===== src/hdl/ira_pkg.sv =====
// register map, field layout and reset values of the indirect register access front end
package ira_pkg;

    // ------------------------------------------------------------------
    // main map offsets
    // ------------------------------------------------------------------
    localparam logic [7:0] OFS_PORT_SELECT   = 8'h4c;
    localparam logic [7:0] OFS_IND_CONTROL   = 8'hb0;
    localparam logic [7:0] OFS_IND_OFFSET    = 8'hb1;
    localparam logic [7:0] OFS_IND_DATA      = 8'hb2;
    localparam logic [7:0] OFS_IDENT_FIVE    = 8'hf4;
    localparam logic [7:0] OFS_IDENT_SIX     = 8'hf5;
    localparam logic [7:0] OFS_PORT0_ALIAS   = 8'hf8;
    localparam logic [7:0] OFS_PORT1_ALIAS   = 8'hf9;
    localparam logic [7:0] OFS_SPARE_A       = 8'hfa;
    localparam logic [7:0] OFS_SPARE_B       = 8'hfb;

    // ------------------------------------------------------------------
    // field positions and write masks
    // ------------------------------------------------------------------
    localparam int         CTL_SEL_LSB       = 2;
    localparam int         CTL_SEL_MSB       = 5;
    localparam int         CTL_AUTO_INC_BIT  = 1;
    localparam logic [7:0] CTL_WRITE_MASK    = 8'h3e;
    localparam logic [7:0] ALIAS_WRITE_MASK  = 8'hfe;
    localparam int         PSEL_RD_PORT_BIT  = 4;
    localparam logic [7:0] PSEL_WRITE_MASK   = 8'h13;
    localparam int         PG_ON_BIT         = 0;
    localparam int         PG_SOLID_BIT      = 7;
    localparam int         PG_BARS_LSB       = 4;
    localparam int         PG_SIZE_LSB       = 0;

    // ------------------------------------------------------------------
    // reset values
    // ------------------------------------------------------------------
    localparam logic [7:0] RST_IND_CONTROL   = 8'h00;
    localparam logic [7:0] RST_IND_OFFSET    = 8'h00;
    localparam logic [7:0] RST_ALIAS         = 8'h00;
    localparam logic [7:0] RST_PORT_SELECT   = 8'h01;
    localparam logic [7:0] RST_PG_CONTROL    = 8'h00;
    localparam logic [7:0] RST_PG_CONFIG     = 8'h33;

    // ------------------------------------------------------------------
    // indirect pages and their offset ranges
    // ------------------------------------------------------------------
    localparam logic [3:0] PAGE_DIGITAL0     = 4'h0;
    localparam logic [3:0] PAGE_CHAN0        = 4'h1;
    localparam logic [3:0] PAGE_CHAN1        = 4'h2;
    localparam logic [3:0] PAGE_SHARE        = 4'h5;
    localparam logic [3:0] PAGE_WRITE_ALL    = 4'h6;
    localparam logic [3:0] PAGE_CSI_TX       = 4'h7;
    localparam logic [7:0] P0_PGEN_FIRST     = 8'h01;
    localparam logic [7:0] P0_PGEN_LAST      = 8'h1f;
    localparam logic [7:0] P0_CSI_FIRST      = 8'h40;
    localparam logic [7:0] P0_CSI_LAST       = 8'h48;
    localparam logic [7:0] CHAN_LAST         = 8'h14;
    localparam logic [7:0] SHARE_LAST        = 8'h04;
    localparam logic [7:0] CSI_TX_LAST       = 8'h1d;
    localparam logic [7:0] IND_PG_CONTROL    = 8'h01;
    localparam logic [7:0] IND_PG_CONFIG     = 8'h02;

    // source of a read answer held in the first pipeline stage
    typedef enum logic [1:0] {
        IRA_SRC_HOLD = 2'b00,
        IRA_SRC_MEM  = 2'b01,
        IRA_SRC_EXT  = 2'b10
    } ira_src_e;

    // registered state of the top module, apart from the indirect storage array and its read register
    typedef struct packed {
        logic [7:0] ctl;
        logic [7:0] ofs;
        logic [7:0] alias0;
        logic [7:0] alias1;
        logic [7:0] port_sel;
        logic [7:0] pg_ctl;
        logic [7:0] pg_cfg;
        logic       s1_valid;
        ira_src_e   s1_src;
        logic [7:0] s1_hold;
        logic       rd_valid;
        logic [7:0] rd_data;
        logic       ext_wr;
        logic       ext_rd;
        logic [7:0] ext_addr;
        logic [7:0] ext_wdata;
        logic [1:0] ext_mask;
    } ira_state_s;

endpackage : ira_pkg


===== src/hdl/ira_ind_mem.sv =====
// storage for the indirect register pages, with a registered read port
`timescale 1ns/10ps
`default_nettype none

module ira_ind_mem #(
    parameter int DATA_W = 8,
    parameter int ADDR_W = 9
) (
    input  wire logic              clk,
    input  wire logic              wr_en,
    input  wire logic [ADDR_W-1:0] wr_addr,
    input  wire logic [DATA_W-1:0] wr_data,
    input  wire logic [ADDR_W-1:0] rd_addr,
    output var  logic [DATA_W-1:0] rd_data
);

    // ------------------------------------------------------------------
    // elaboration checks
    // ------------------------------------------------------------------
    if (DATA_W < 1 || ADDR_W < 1 || ADDR_W > 16) begin : g_bad_param
        $error("ira_ind_mem: unsupported width or depth");
    end

    logic [DATA_W-1:0] mem [0:(1<<ADDR_W)-1];

    // no reset on the array: contents are undefined until software writes them
    always_ff @(posedge clk) begin
        if (wr_en) begin
            mem[wr_addr] <= wr_data;
        end
        rd_data <= mem[rd_addr];
    end

endmodule : ira_ind_mem

`default_nettype wire


===== src/hdl/ira_top.sv =====
// register access front end: ident bytes, port aliases, indirect window, pattern setup
`timescale 1ns/10ps
`default_nettype none

module ira_top
    import ira_pkg::*;
#(
    parameter logic [6:0] MAIN_DEV_ADDR = 7'h30,
    parameter logic [7:0] IDENT_FIVE    = 8'ha5, // value is arbitrary
    parameter logic [7:0] IDENT_SIX     = 8'h5a, // value is arbitrary
    parameter int         MEM_ADDR_W    = 9
) (
    input  wire logic       SYS_CLK,
    input  wire logic       RST_N,
    // one access per pulse from the target front end
    input  wire logic       REQ_VALID,
    input  wire logic       REQ_WRITE,
    input  wire logic [6:0] REQ_DEV_ADDR,
    input  wire logic [7:0] REQ_REG_ADDR,
    input  wire logic [7:0] REQ_WDATA,
    // outside map answer, valid while a read is forwarded
    input  wire logic [7:0] EXT_RDATA,
    // claim and read answer
    output logic            REQ_ACK,
    output logic            RD_VALID,
    output logic      [7:0] RD_DATA,
    // forwarded access to the rest of the map
    output logic            EXT_WR,
    output logic            EXT_RD,
    output logic      [7:0] EXT_ADDR,
    output logic      [7:0] EXT_WDATA,
    output logic      [1:0] EXT_PORT_MASK,
    // pattern generator setup levels
    output logic            TEST_PATTERN_ON,
    output logic            SOLID_COLOR_SELECT,
    output logic      [1:0] BAR_COUNT,
    output logic      [3:0] FIXED_BLOCK_SIZE
);

    // ------------------------------------------------------------------
    // elaboration checks
    // ------------------------------------------------------------------
    // slot layout assumes three page and six offset bits
    if (MEM_ADDR_W != 9) begin : g_bad_mem
        $error("ira_top: indirect storage needs exactly 9 address bits");
    end
    // zero is the disabled-alias code
    if (MAIN_DEV_ADDR == 7'h00) begin : g_bad_addr
        $error("ira_top: main device address must not be zero");
    end

    // ------------------------------------------------------------------
    // declarations
    // ------------------------------------------------------------------
    // registered state and its next value
    ira_state_s            st;
    ira_state_s            next_st;
    // decode results
    logic                  hit_main;
    logic                  hit_alias0;
    logic                  hit_alias1;
    logic                  take;
    logic [1:0]            port_mask;

    // window and storage
    logic [3:0]            blk;
    logic                  ind_valid;
    logic                  ind_in_flops;
    logic [MEM_ADDR_W-1:0] mem_addr;
    logic                  mem_we;
    logic [7:0]            mem_rdata;
    logic                  owned;
    logic [7:0]            direct_rdata;

    // ------------------------------------------------------------------
    // address decode
    // ------------------------------------------------------------------

    // zero alias disables the decoder, so address 0 can never be claimed
    assign hit_main   = (REQ_DEV_ADDR == MAIN_DEV_ADDR);
    // alias sits in bits 7:1; bit 0 is ignored
    assign hit_alias0 = (st.alias0[7:1] != 7'h00) && (REQ_DEV_ADDR == st.alias0[7:1]);
    assign hit_alias1 = (st.alias1[7:1] != 7'h00) && (REQ_DEV_ADDR == st.alias1[7:1]);

    // unmatched addresses are left for other targets on the bus
    assign REQ_ACK = REQ_VALID && (hit_main || hit_alias0 || hit_alias1);
    // the acking edge is the taking edge
    assign take    = REQ_ACK;

    // port steering: alias wins over port select unless the main address also matches, port 0 alias wins a tie
    always_comb begin
        if (!hit_main && hit_alias0) begin
            port_mask = 2'b01;
        end else if (!hit_main && hit_alias1) begin
            port_mask = 2'b10;
        end else if (REQ_WRITE) begin
            port_mask = st.port_sel[1:0];
        end else if (st.port_sel[PSEL_RD_PORT_BIT]) begin
            port_mask = 2'b10;
        end else begin
            port_mask = 2'b01;
        end
    end

    // addresses this block answers itself; all others go to the outside map
    always_comb begin
        case (REQ_REG_ADDR)
            OFS_PORT_SELECT,
            OFS_IND_CONTROL,
            OFS_IND_OFFSET,
            OFS_IND_DATA,
            OFS_IDENT_FIVE,
            OFS_IDENT_SIX,
            OFS_PORT0_ALIAS,
            OFS_PORT1_ALIAS,
            OFS_SPARE_A,
            OFS_SPARE_B: owned = 1'b1;
            default:     owned = 1'b0;
        endcase
    end

    // ------------------------------------------------------------------
    // indirect window decode
    // ------------------------------------------------------------------
    // block code straight from the control flops
    assign blk = st.ctl[CTL_SEL_MSB:CTL_SEL_LSB];

    // only documented ranges of documented blocks are backed by storage
    always_comb begin
        case (blk)
            PAGE_DIGITAL0: begin
                ind_valid = ((st.ofs >= P0_PGEN_FIRST) && (st.ofs <= P0_PGEN_LAST))
                         || ((st.ofs >= P0_CSI_FIRST) && (st.ofs <= P0_CSI_LAST));
            end
            // debug pages are plain storage
            PAGE_CHAN0,
            PAGE_CHAN1,
            PAGE_WRITE_ALL: ind_valid = (st.ofs <= CHAN_LAST);
            PAGE_SHARE:     ind_valid = (st.ofs <= SHARE_LAST);
            PAGE_CSI_TX:    ind_valid = (st.ofs <= CSI_TX_LAST);
            default:        ind_valid = 1'b0;
        endcase
    end

    // pattern control and config sit in flops because they steer outputs
    assign ind_in_flops = (blk == PAGE_DIGITAL0)
                       && ((st.ofs == IND_PG_CONTROL) || (st.ofs == IND_PG_CONFIG));

    // page 0 CSI block folds into the upper half of its 64-entry slot
    assign mem_addr = st.ofs[6] ? {blk[2:0], 1'b1, st.ofs[4:0]}
                                : {blk[2:0], st.ofs[5:0]};

    // data-register write that lands in the storage array
    assign mem_we = take && REQ_WRITE && (REQ_REG_ADDR == OFS_IND_DATA)
                 && ind_valid && !ind_in_flops;

    // ------------------------------------------------------------------
    // indirect storage
    // ------------------------------------------------------------------
    // read and write share the current offset
    ira_ind_mem #(
        .DATA_W (8),
        .ADDR_W (MEM_ADDR_W)
    ) u_mem (
        .clk     (SYS_CLK),
        .wr_en   (mem_we),
        .wr_addr (mem_addr),
        .wr_data (REQ_WDATA),
        .rd_addr (mem_addr),
        .rd_data (mem_rdata)
    );

    // ------------------------------------------------------------------
    // direct read values of owned locations
    // ------------------------------------------------------------------
    // value of each owned location
    always_comb begin
        case (REQ_REG_ADDR)
            OFS_PORT_SELECT: direct_rdata = st.port_sel;
            OFS_IND_CONTROL: direct_rdata = st.ctl;
            OFS_IND_OFFSET:  direct_rdata = st.ofs;
            OFS_IDENT_FIVE:  direct_rdata = IDENT_FIVE;
            OFS_IDENT_SIX:   direct_rdata = IDENT_SIX;
            OFS_PORT0_ALIAS: direct_rdata = st.alias0 & ALIAS_WRITE_MASK;
            OFS_PORT1_ALIAS: direct_rdata = st.alias1 & ALIAS_WRITE_MASK;
            // refused offsets read zero
            OFS_IND_DATA: begin
                if (!ind_valid) begin
                    direct_rdata = 8'h00;
                end else if (st.ofs == IND_PG_CONTROL) begin
                    direct_rdata = st.pg_ctl;
                end else begin
                    direct_rdata = st.pg_cfg;
                end
            end
            default:         direct_rdata = 8'h00;
        endcase
    end

    // ------------------------------------------------------------------
    // next state
    // ------------------------------------------------------------------

    // pulses drop every cycle; a request refills them
    always_comb begin
        next_st          = st;
        next_st.s1_valid = 1'b0;
        next_st.rd_valid = 1'b0;
        next_st.ext_wr   = 1'b0;
        next_st.ext_rd   = 1'b0;

        // second read stage picks the answer source and registers it
        if (st.s1_valid) begin
            next_st.rd_valid = 1'b1;
            case (st.s1_src)
                IRA_SRC_MEM:  next_st.rd_data = mem_rdata;
                IRA_SRC_EXT:  next_st.rd_data = EXT_RDATA;
                IRA_SRC_HOLD: next_st.rd_data = st.s1_hold;
                default:      next_st.rd_data = 8'h00;
            endcase
        end

        if (take && !owned) begin
            // everything else of the main map, port-specific or shared
            next_st.ext_addr  = REQ_REG_ADDR;
            next_st.ext_wdata = REQ_WDATA;
            next_st.ext_mask  = port_mask;
            next_st.ext_wr    = REQ_WRITE;
            next_st.ext_rd    = !REQ_WRITE;
            // answer returns through the outside port
            if (!REQ_WRITE) begin
                next_st.s1_valid = 1'b1;
                next_st.s1_src   = IRA_SRC_EXT;
            end
        end else if (take && REQ_WRITE) begin
            // owned write: only writable fields change
            case (REQ_REG_ADDR)
                OFS_PORT_SELECT: next_st.port_sel = REQ_WDATA & PSEL_WRITE_MASK;
                OFS_IND_CONTROL: next_st.ctl = REQ_WDATA & CTL_WRITE_MASK;
                OFS_IND_OFFSET:  next_st.ofs = REQ_WDATA;
                OFS_PORT0_ALIAS: next_st.alias0 = REQ_WDATA & ALIAS_WRITE_MASK;
                OFS_PORT1_ALIAS: next_st.alias1 = REQ_WDATA & ALIAS_WRITE_MASK;
                OFS_IND_DATA: begin
                    // pattern setup in flops, the rest in the array
                    if (ind_valid && (blk == PAGE_DIGITAL0) && (st.ofs == IND_PG_CONTROL)) begin
                        next_st.pg_ctl = REQ_WDATA;
                    end else if (ind_valid && (blk == PAGE_DIGITAL0)
                                 && (st.ofs == IND_PG_CONFIG)) begin
                        next_st.pg_cfg = REQ_WDATA;
                    end
                    // offset moves even when refused
                    if (st.ctl[CTL_AUTO_INC_BIT]) begin
                        next_st.ofs = st.ofs + 8'h01;
                    end
                end
                // ident and spare locations are read-only
                default: next_st.ctl = st.ctl;
            endcase
        end else if (take) begin
            // owned read: storage reads wait for the registered array output
            next_st.s1_valid = 1'b1;
            next_st.s1_hold  = direct_rdata;
            if ((REQ_REG_ADDR == OFS_IND_DATA) && ind_valid && !ind_in_flops) begin
                next_st.s1_src = IRA_SRC_MEM;
            end else begin
                next_st.s1_src = IRA_SRC_HOLD;
            end
            // array already latched the old offset
            if ((REQ_REG_ADDR == OFS_IND_DATA) && st.ctl[CTL_AUTO_INC_BIT]) begin
                next_st.ofs = st.ofs + 8'h01;
            end
        end
    end

    // ------------------------------------------------------------------
    // state register
    // ------------------------------------------------------------------

    // synchronous reset; array contents are not cleared to save area
    always_ff @(posedge SYS_CLK) begin
        if (!RST_N) begin
            // fields not named below clear with the word
            st           <= '0;
            st.ctl       <= RST_IND_CONTROL;
            st.ofs       <= RST_IND_OFFSET;
            st.alias0    <= RST_ALIAS;
            st.alias1    <= RST_ALIAS;
            st.port_sel  <= RST_PORT_SELECT;
            st.pg_ctl    <= RST_PG_CONTROL;
            st.pg_cfg    <= RST_PG_CONFIG;
            st.s1_src    <= IRA_SRC_HOLD;
        end else begin
            st <= next_st;
        end
    end

    // ------------------------------------------------------------------
    // outputs
    // ------------------------------------------------------------------
    // pulses and forwarded fields from flops
    assign RD_VALID           = st.rd_valid;
    assign RD_DATA            = st.rd_data;
    assign EXT_WR             = st.ext_wr;
    assign EXT_RD             = st.ext_rd;
    assign EXT_ADDR           = st.ext_addr;
    assign EXT_WDATA          = st.ext_wdata;
    assign EXT_PORT_MASK      = st.ext_mask;

    // size 0 is passed as is; the generator must treat it as unsupported
    assign TEST_PATTERN_ON    = st.pg_ctl[PG_ON_BIT];
    assign SOLID_COLOR_SELECT = st.pg_cfg[PG_SOLID_BIT];
    assign BAR_COUNT          = st.pg_cfg[PG_BARS_LSB+1:PG_BARS_LSB];
    assign FIXED_BLOCK_SIZE   = st.pg_cfg[PG_SIZE_LSB+3:PG_SIZE_LSB];

endmodule : ira_top

`default_nettype wire


===== config.mk =====
export PLATFORM = sky130hd
export DESIGN_NAME = ira_top
export DESIGN_NICKNAME = d
export VERILOG_FILES = /design/src/hdl/ira_pkg.sv /design/src/hdl/ira_ind_mem.sv /design/src/hdl/ira_top.sv
export SDC_FILE = /design/constraint.sdc
export NUM_CORES = 2
export LEC_CHECK = 0
export BUFFER_PORTS_ARGS = -buffer_cell sky130_fd_sc_hd__buf_2
export CORE_MARGIN = 2
export CORE_UTILIZATION = 50
export DETAILED_ROUTE_END_ITERATION = 8
export GPL_ROUTABILITY_DRIVEN = 0
export PLACE_DENSITY_LB_ADDON = 0.2
export RECOVER_POWER = 25
export SLEW_MARGIN = 20
export SYNTH_ARGS = -nofsm -noshare
export SYNTH_HDL_FRONTEND = slang
export SYNTH_SLANG_ARGS = --single-unit
export TNS_END_PERCENT = 1

===== constraint.sdc =====
create_clock -name SYS_CLK -period 4.7 [get_ports SYS_CLK]
set_input_delay 0 -clock SYS_CLK [delete_from_list [all_inputs] [get_ports SYS_CLK]]
set_output_delay 0 -clock SYS_CLK [all_outputs]
set_load 0.02 [all_outputs]

==> results.tsv <==
stage	metric	value	unit
global_route	antenna_found_initial	25	
timing	finalClockSkew	63.1	ps
timing	fmax	0.223	GHz
clocking	cts_max_level	5	
clocking	cts-buffers-inserted	424	
floorplan	fp.dieH	571	um
route	vias_per_cell	5.30	
clocking	cts_setup_buffers	0	
placed_design	dp_worst_setup_slack	74.0	ps
cells_and_area	drive_gt1_share	20.0	%
worst_setup_path	cpLargestDelayFamily	buffers and inverters	
power_and_ir_drop	p_leak	67.9	nW
synthesis	yosysWarnings	0	
timing	max_slew_margin	-210	%
worst_setup_path	worst_path_largest_cell_delay	620	ps
route	postRouteAntennaNets	0	
placed_design	place_inst	14600	
cells_and_area	layout.nets	10800	
global_route	met1_usage	32.0	%
route	via_count	81900	
floorplan	die_w	571	um
power_and_ir_drop	switching_share	19.9	%
global_route	track_usage	23.3	%
route	initialDrtViolationCount	8768	
route	wl	378000	um
synthesis	synth_area	161000	um^2
clocking	clk_transition_reported_paths	60	ps
timing	finalHoldViolCount	0	
timing	fin_crit	4490	ps
power_and_ir_drop	internal_power	63.2	mW
floorplan	core_area	321000	um^2
clocking	cts_buffer_depth	4	
outcome	status	finished with violations	
synthesis	yosysTopAreaCell	edfxtp_1	
synthesis	synth_ff_type	edfxtp_1	
power_and_ir_drop	ir_drop	330	uV
worst_setup_path	crit_top_cell	dlygate4sd3_1	
timing	finalWorstSetupSlack	215	ps
timing	worstMarginPinSlew	4650	ps
route	wl_per_cell	24.5	um
power_and_ir_drop	p_per_area	407	nW/um^2
power_and_ir_drop	combPwrFrac	2.6	%
synthesis	yosys.area.top_type_share	76.5	%
synthesis	synth_area_per_cell	21.8	um^2
cells_and_area	syn_to_final_growth	20.6	%
timing	holdWs	185	ps
clocking	ctsRootBufferMaster	clkbuf_16	
worst_setup_path	arrival	5390	ps
route	drc	0	
synthesis	yosysSeqAreaShare	77.7	%
clocking	insertion_delay	950	ps
global_route	gr-usage-met3	4.29	%
global_route	top_usage_layer	met2	
cells_and_area	fin_cells	15400	
worst_setup_path	path_cells	nor4_1 > a211o_1 > a2111oi_1 > dlygate4sd3_1 > nand2_1 > o21ai_0 > a21oi_1 > dlygate4sd3_1 > or3b_2 > dlygate4sd3_1 > a21boi_0 > dlygate4sd3_1	
global_route	grt_pass1_vias	83100	
cells_and_area	multi_input_area	44900	um^2
worst_setup_path	path_buf_inv	4	
placed_design	port_buffers	72	
cells_and_area	register_area	125000	um^2
hold_path	hold_class	in -> reg	
global_route	grt_pass1_wl	548000	um
floorplan	io_pins	73	
synthesis	synth_edf_count	4096	
power_and_ir_drop	clkPwrFrac	41.9	%
synthesis	synth_commonest_cells	edfxtp_1 (4,096), mux4_2 (1,044), nor2_1 (291)	
timing	tns	0	ps
power_and_ir_drop	fin_total_pwr	79.0	mW
worst_setup_path	crit_fanout	4	
worst_setup_path	path_class	reg -> reg	
synthesis	synth_cells	7359	
clocking	cts_tree	done	
synthesis	synthArstFlopShare	0	%
timing	drv_slew	1706	
worst_setup_path	crit_path_start_kind	flip-flop	
synthesis	ys_top_cells_by_area	edfxtp_1 (77%), mux4_2 (15%), mux2i_1 (1.5%)	
cells_and_area	design_area	194000	um^2
global_route	grt_overflow_total	0	
timing	finalCritPeriodShare	95.4	%
global_route	grt_util_met2	37.8	%
synthesis	synth.most_common_cell	edfxtp_1	
synthesis	ys_types	72	
worst_setup_path	worst_ep_required_time	5600	ps
power_and_ir_drop	switching_power	15.7	mW
flow_run	drv_cap	13	
worst_setup_path	end_kind	flip-flop	
power_and_ir_drop	pwr-share-seq	55.4	%
cells_and_area	final_util	60.5	%
cells_and_area	fillCellCount	23700	
clocking	clock-sinks	4190	
floorplan	initial_core_util	50.1	%
route	firstDrtPassIters	5	
floorplan	dieArea	326000	um^2
worst_setup_path	cpMaxStageDelayCell	dlygate4sd3_1	
synthesis	synth-seq-cells	4190	
floorplan	row_count	208	
placed_design	hpwl	231000	um
outcome	violations	capacitance limit, slew limit	
global_route	grt_max_degree	243	
timing	setup_viol	0	
placed_design	post_dp_cell_area	180000	um^2
timing	grt_setup_unrepaired	false	
-- kinds of logic (layout without fill, tap and decap cells) --
group | Yosys count | after routing | synth area share, %
flops | 4190 | 4190 | 77.7
mux | 1293 | 1293 | 16.2
simple gates | 772 | 772 | 2.13
compound gates | 619 | 619 | 2.66
buf+inv | 466 | 1372 | 1.24
xor+xnor | 13 | 13 | 0.0708
fa+ha+maj | 5 | 5 | 0.0389
other cells | 1 | 2867 | 0.00233
-- layer usage --
| layer | vias to the layer above | routed length [um] |
|---|---|---|
| li1 | 35000 | - |
| met2 | 3114 | 182000 |
| met5 | - | 170 |
| met3 | 670 | 30400 |
| met1 | 43100 | 152000 |
| met4 | 22 | 13400 |
-- area by class of cell --
cell class | count | share of cell area [%]
clock buffers | 506 | 5.75
repair buffers | 573 | 2.54
clock inverters | 276 | 1.33
inverters | 17 | 0.0368
multi-input cells | 5566 | 23.1
flip-flops and latches | 4190 | 64.4
diodes | 3 | 0.00387
well taps | 4305 | 2.78
-- cells in the final DEF (no fill, tap or decap), drive strengths merged, types with 65 or more instances in the layout --
cell	n
a22oi	104
o22ai	97
mux4	1044
mux2i	239
conb	2864
edfxtp	4096
clkinv	211
dfxtp	94
dlygate4sd3	77
nand2	257
buf	483
a21oi	95
nor2	291
nor2b	65
o21ai	83
clkbuf	518
-- tightest hold or removal path, delay by kind of cell --
| family | cells | cell delay (ps) |
|---|---|---|
| and+or+nand+nor | 2 | 360 |
| buffers and inverters | 2 | 730 |
-- registers in the layout (all words and copies together) (netlist names), 4 cells and up --
| name | cells |
|---|---|
| u_mem.mem | 4096 |
| EXT_ADDR | 8 |
| u_mem.rd_data | 8 |
| RD_DATA | 8 |
| EXT_WDATA | 8 |
| st | 45 |
| blk | 4 |
| FIXED_BLOCK_SIZE | 4 |
-- final timing paths --
kind	endpoint	depth (start not counted)	slack [ps]	start
setup reg to reg	EXT_PORT_MASK[1]	12	210	st[65]
hold / removal	EXT_RD	4	190	REQ_WRITE
setup / recovery	EXT_PORT_MASK[1]	12	210	st[65]
hold reg to reg	st[32]	2	480	st[32]
-- power groups by stage --
stage / Combinational (mW) / Sequential (mW) / Clock [mW]
2_1_floorplan: 1.16 / 44.3 / 0
4_1_cts: 2.01 / 43.8 / 33.8
5_1_grt: 2.31 / 44.0 / 35.2
6_report: 2.06 / 43.8 / 33.1
3_3_place_gp: 1.91 / 44.4 / 0
3_5_place_dp: 1.97 / 44.6 / 0
-- repair_timing --
| action | in CTS | in global routing |
|---|---|---|
| hold buffers | 77 | 0 |
| endpoints found under the setup margin | 0 | 2 |
| hold endpoints to repair | 1934 | 0 |
| gates resized for setup | 0 | 2 |
Note: power is estimated with default switching activity, not from simulation.
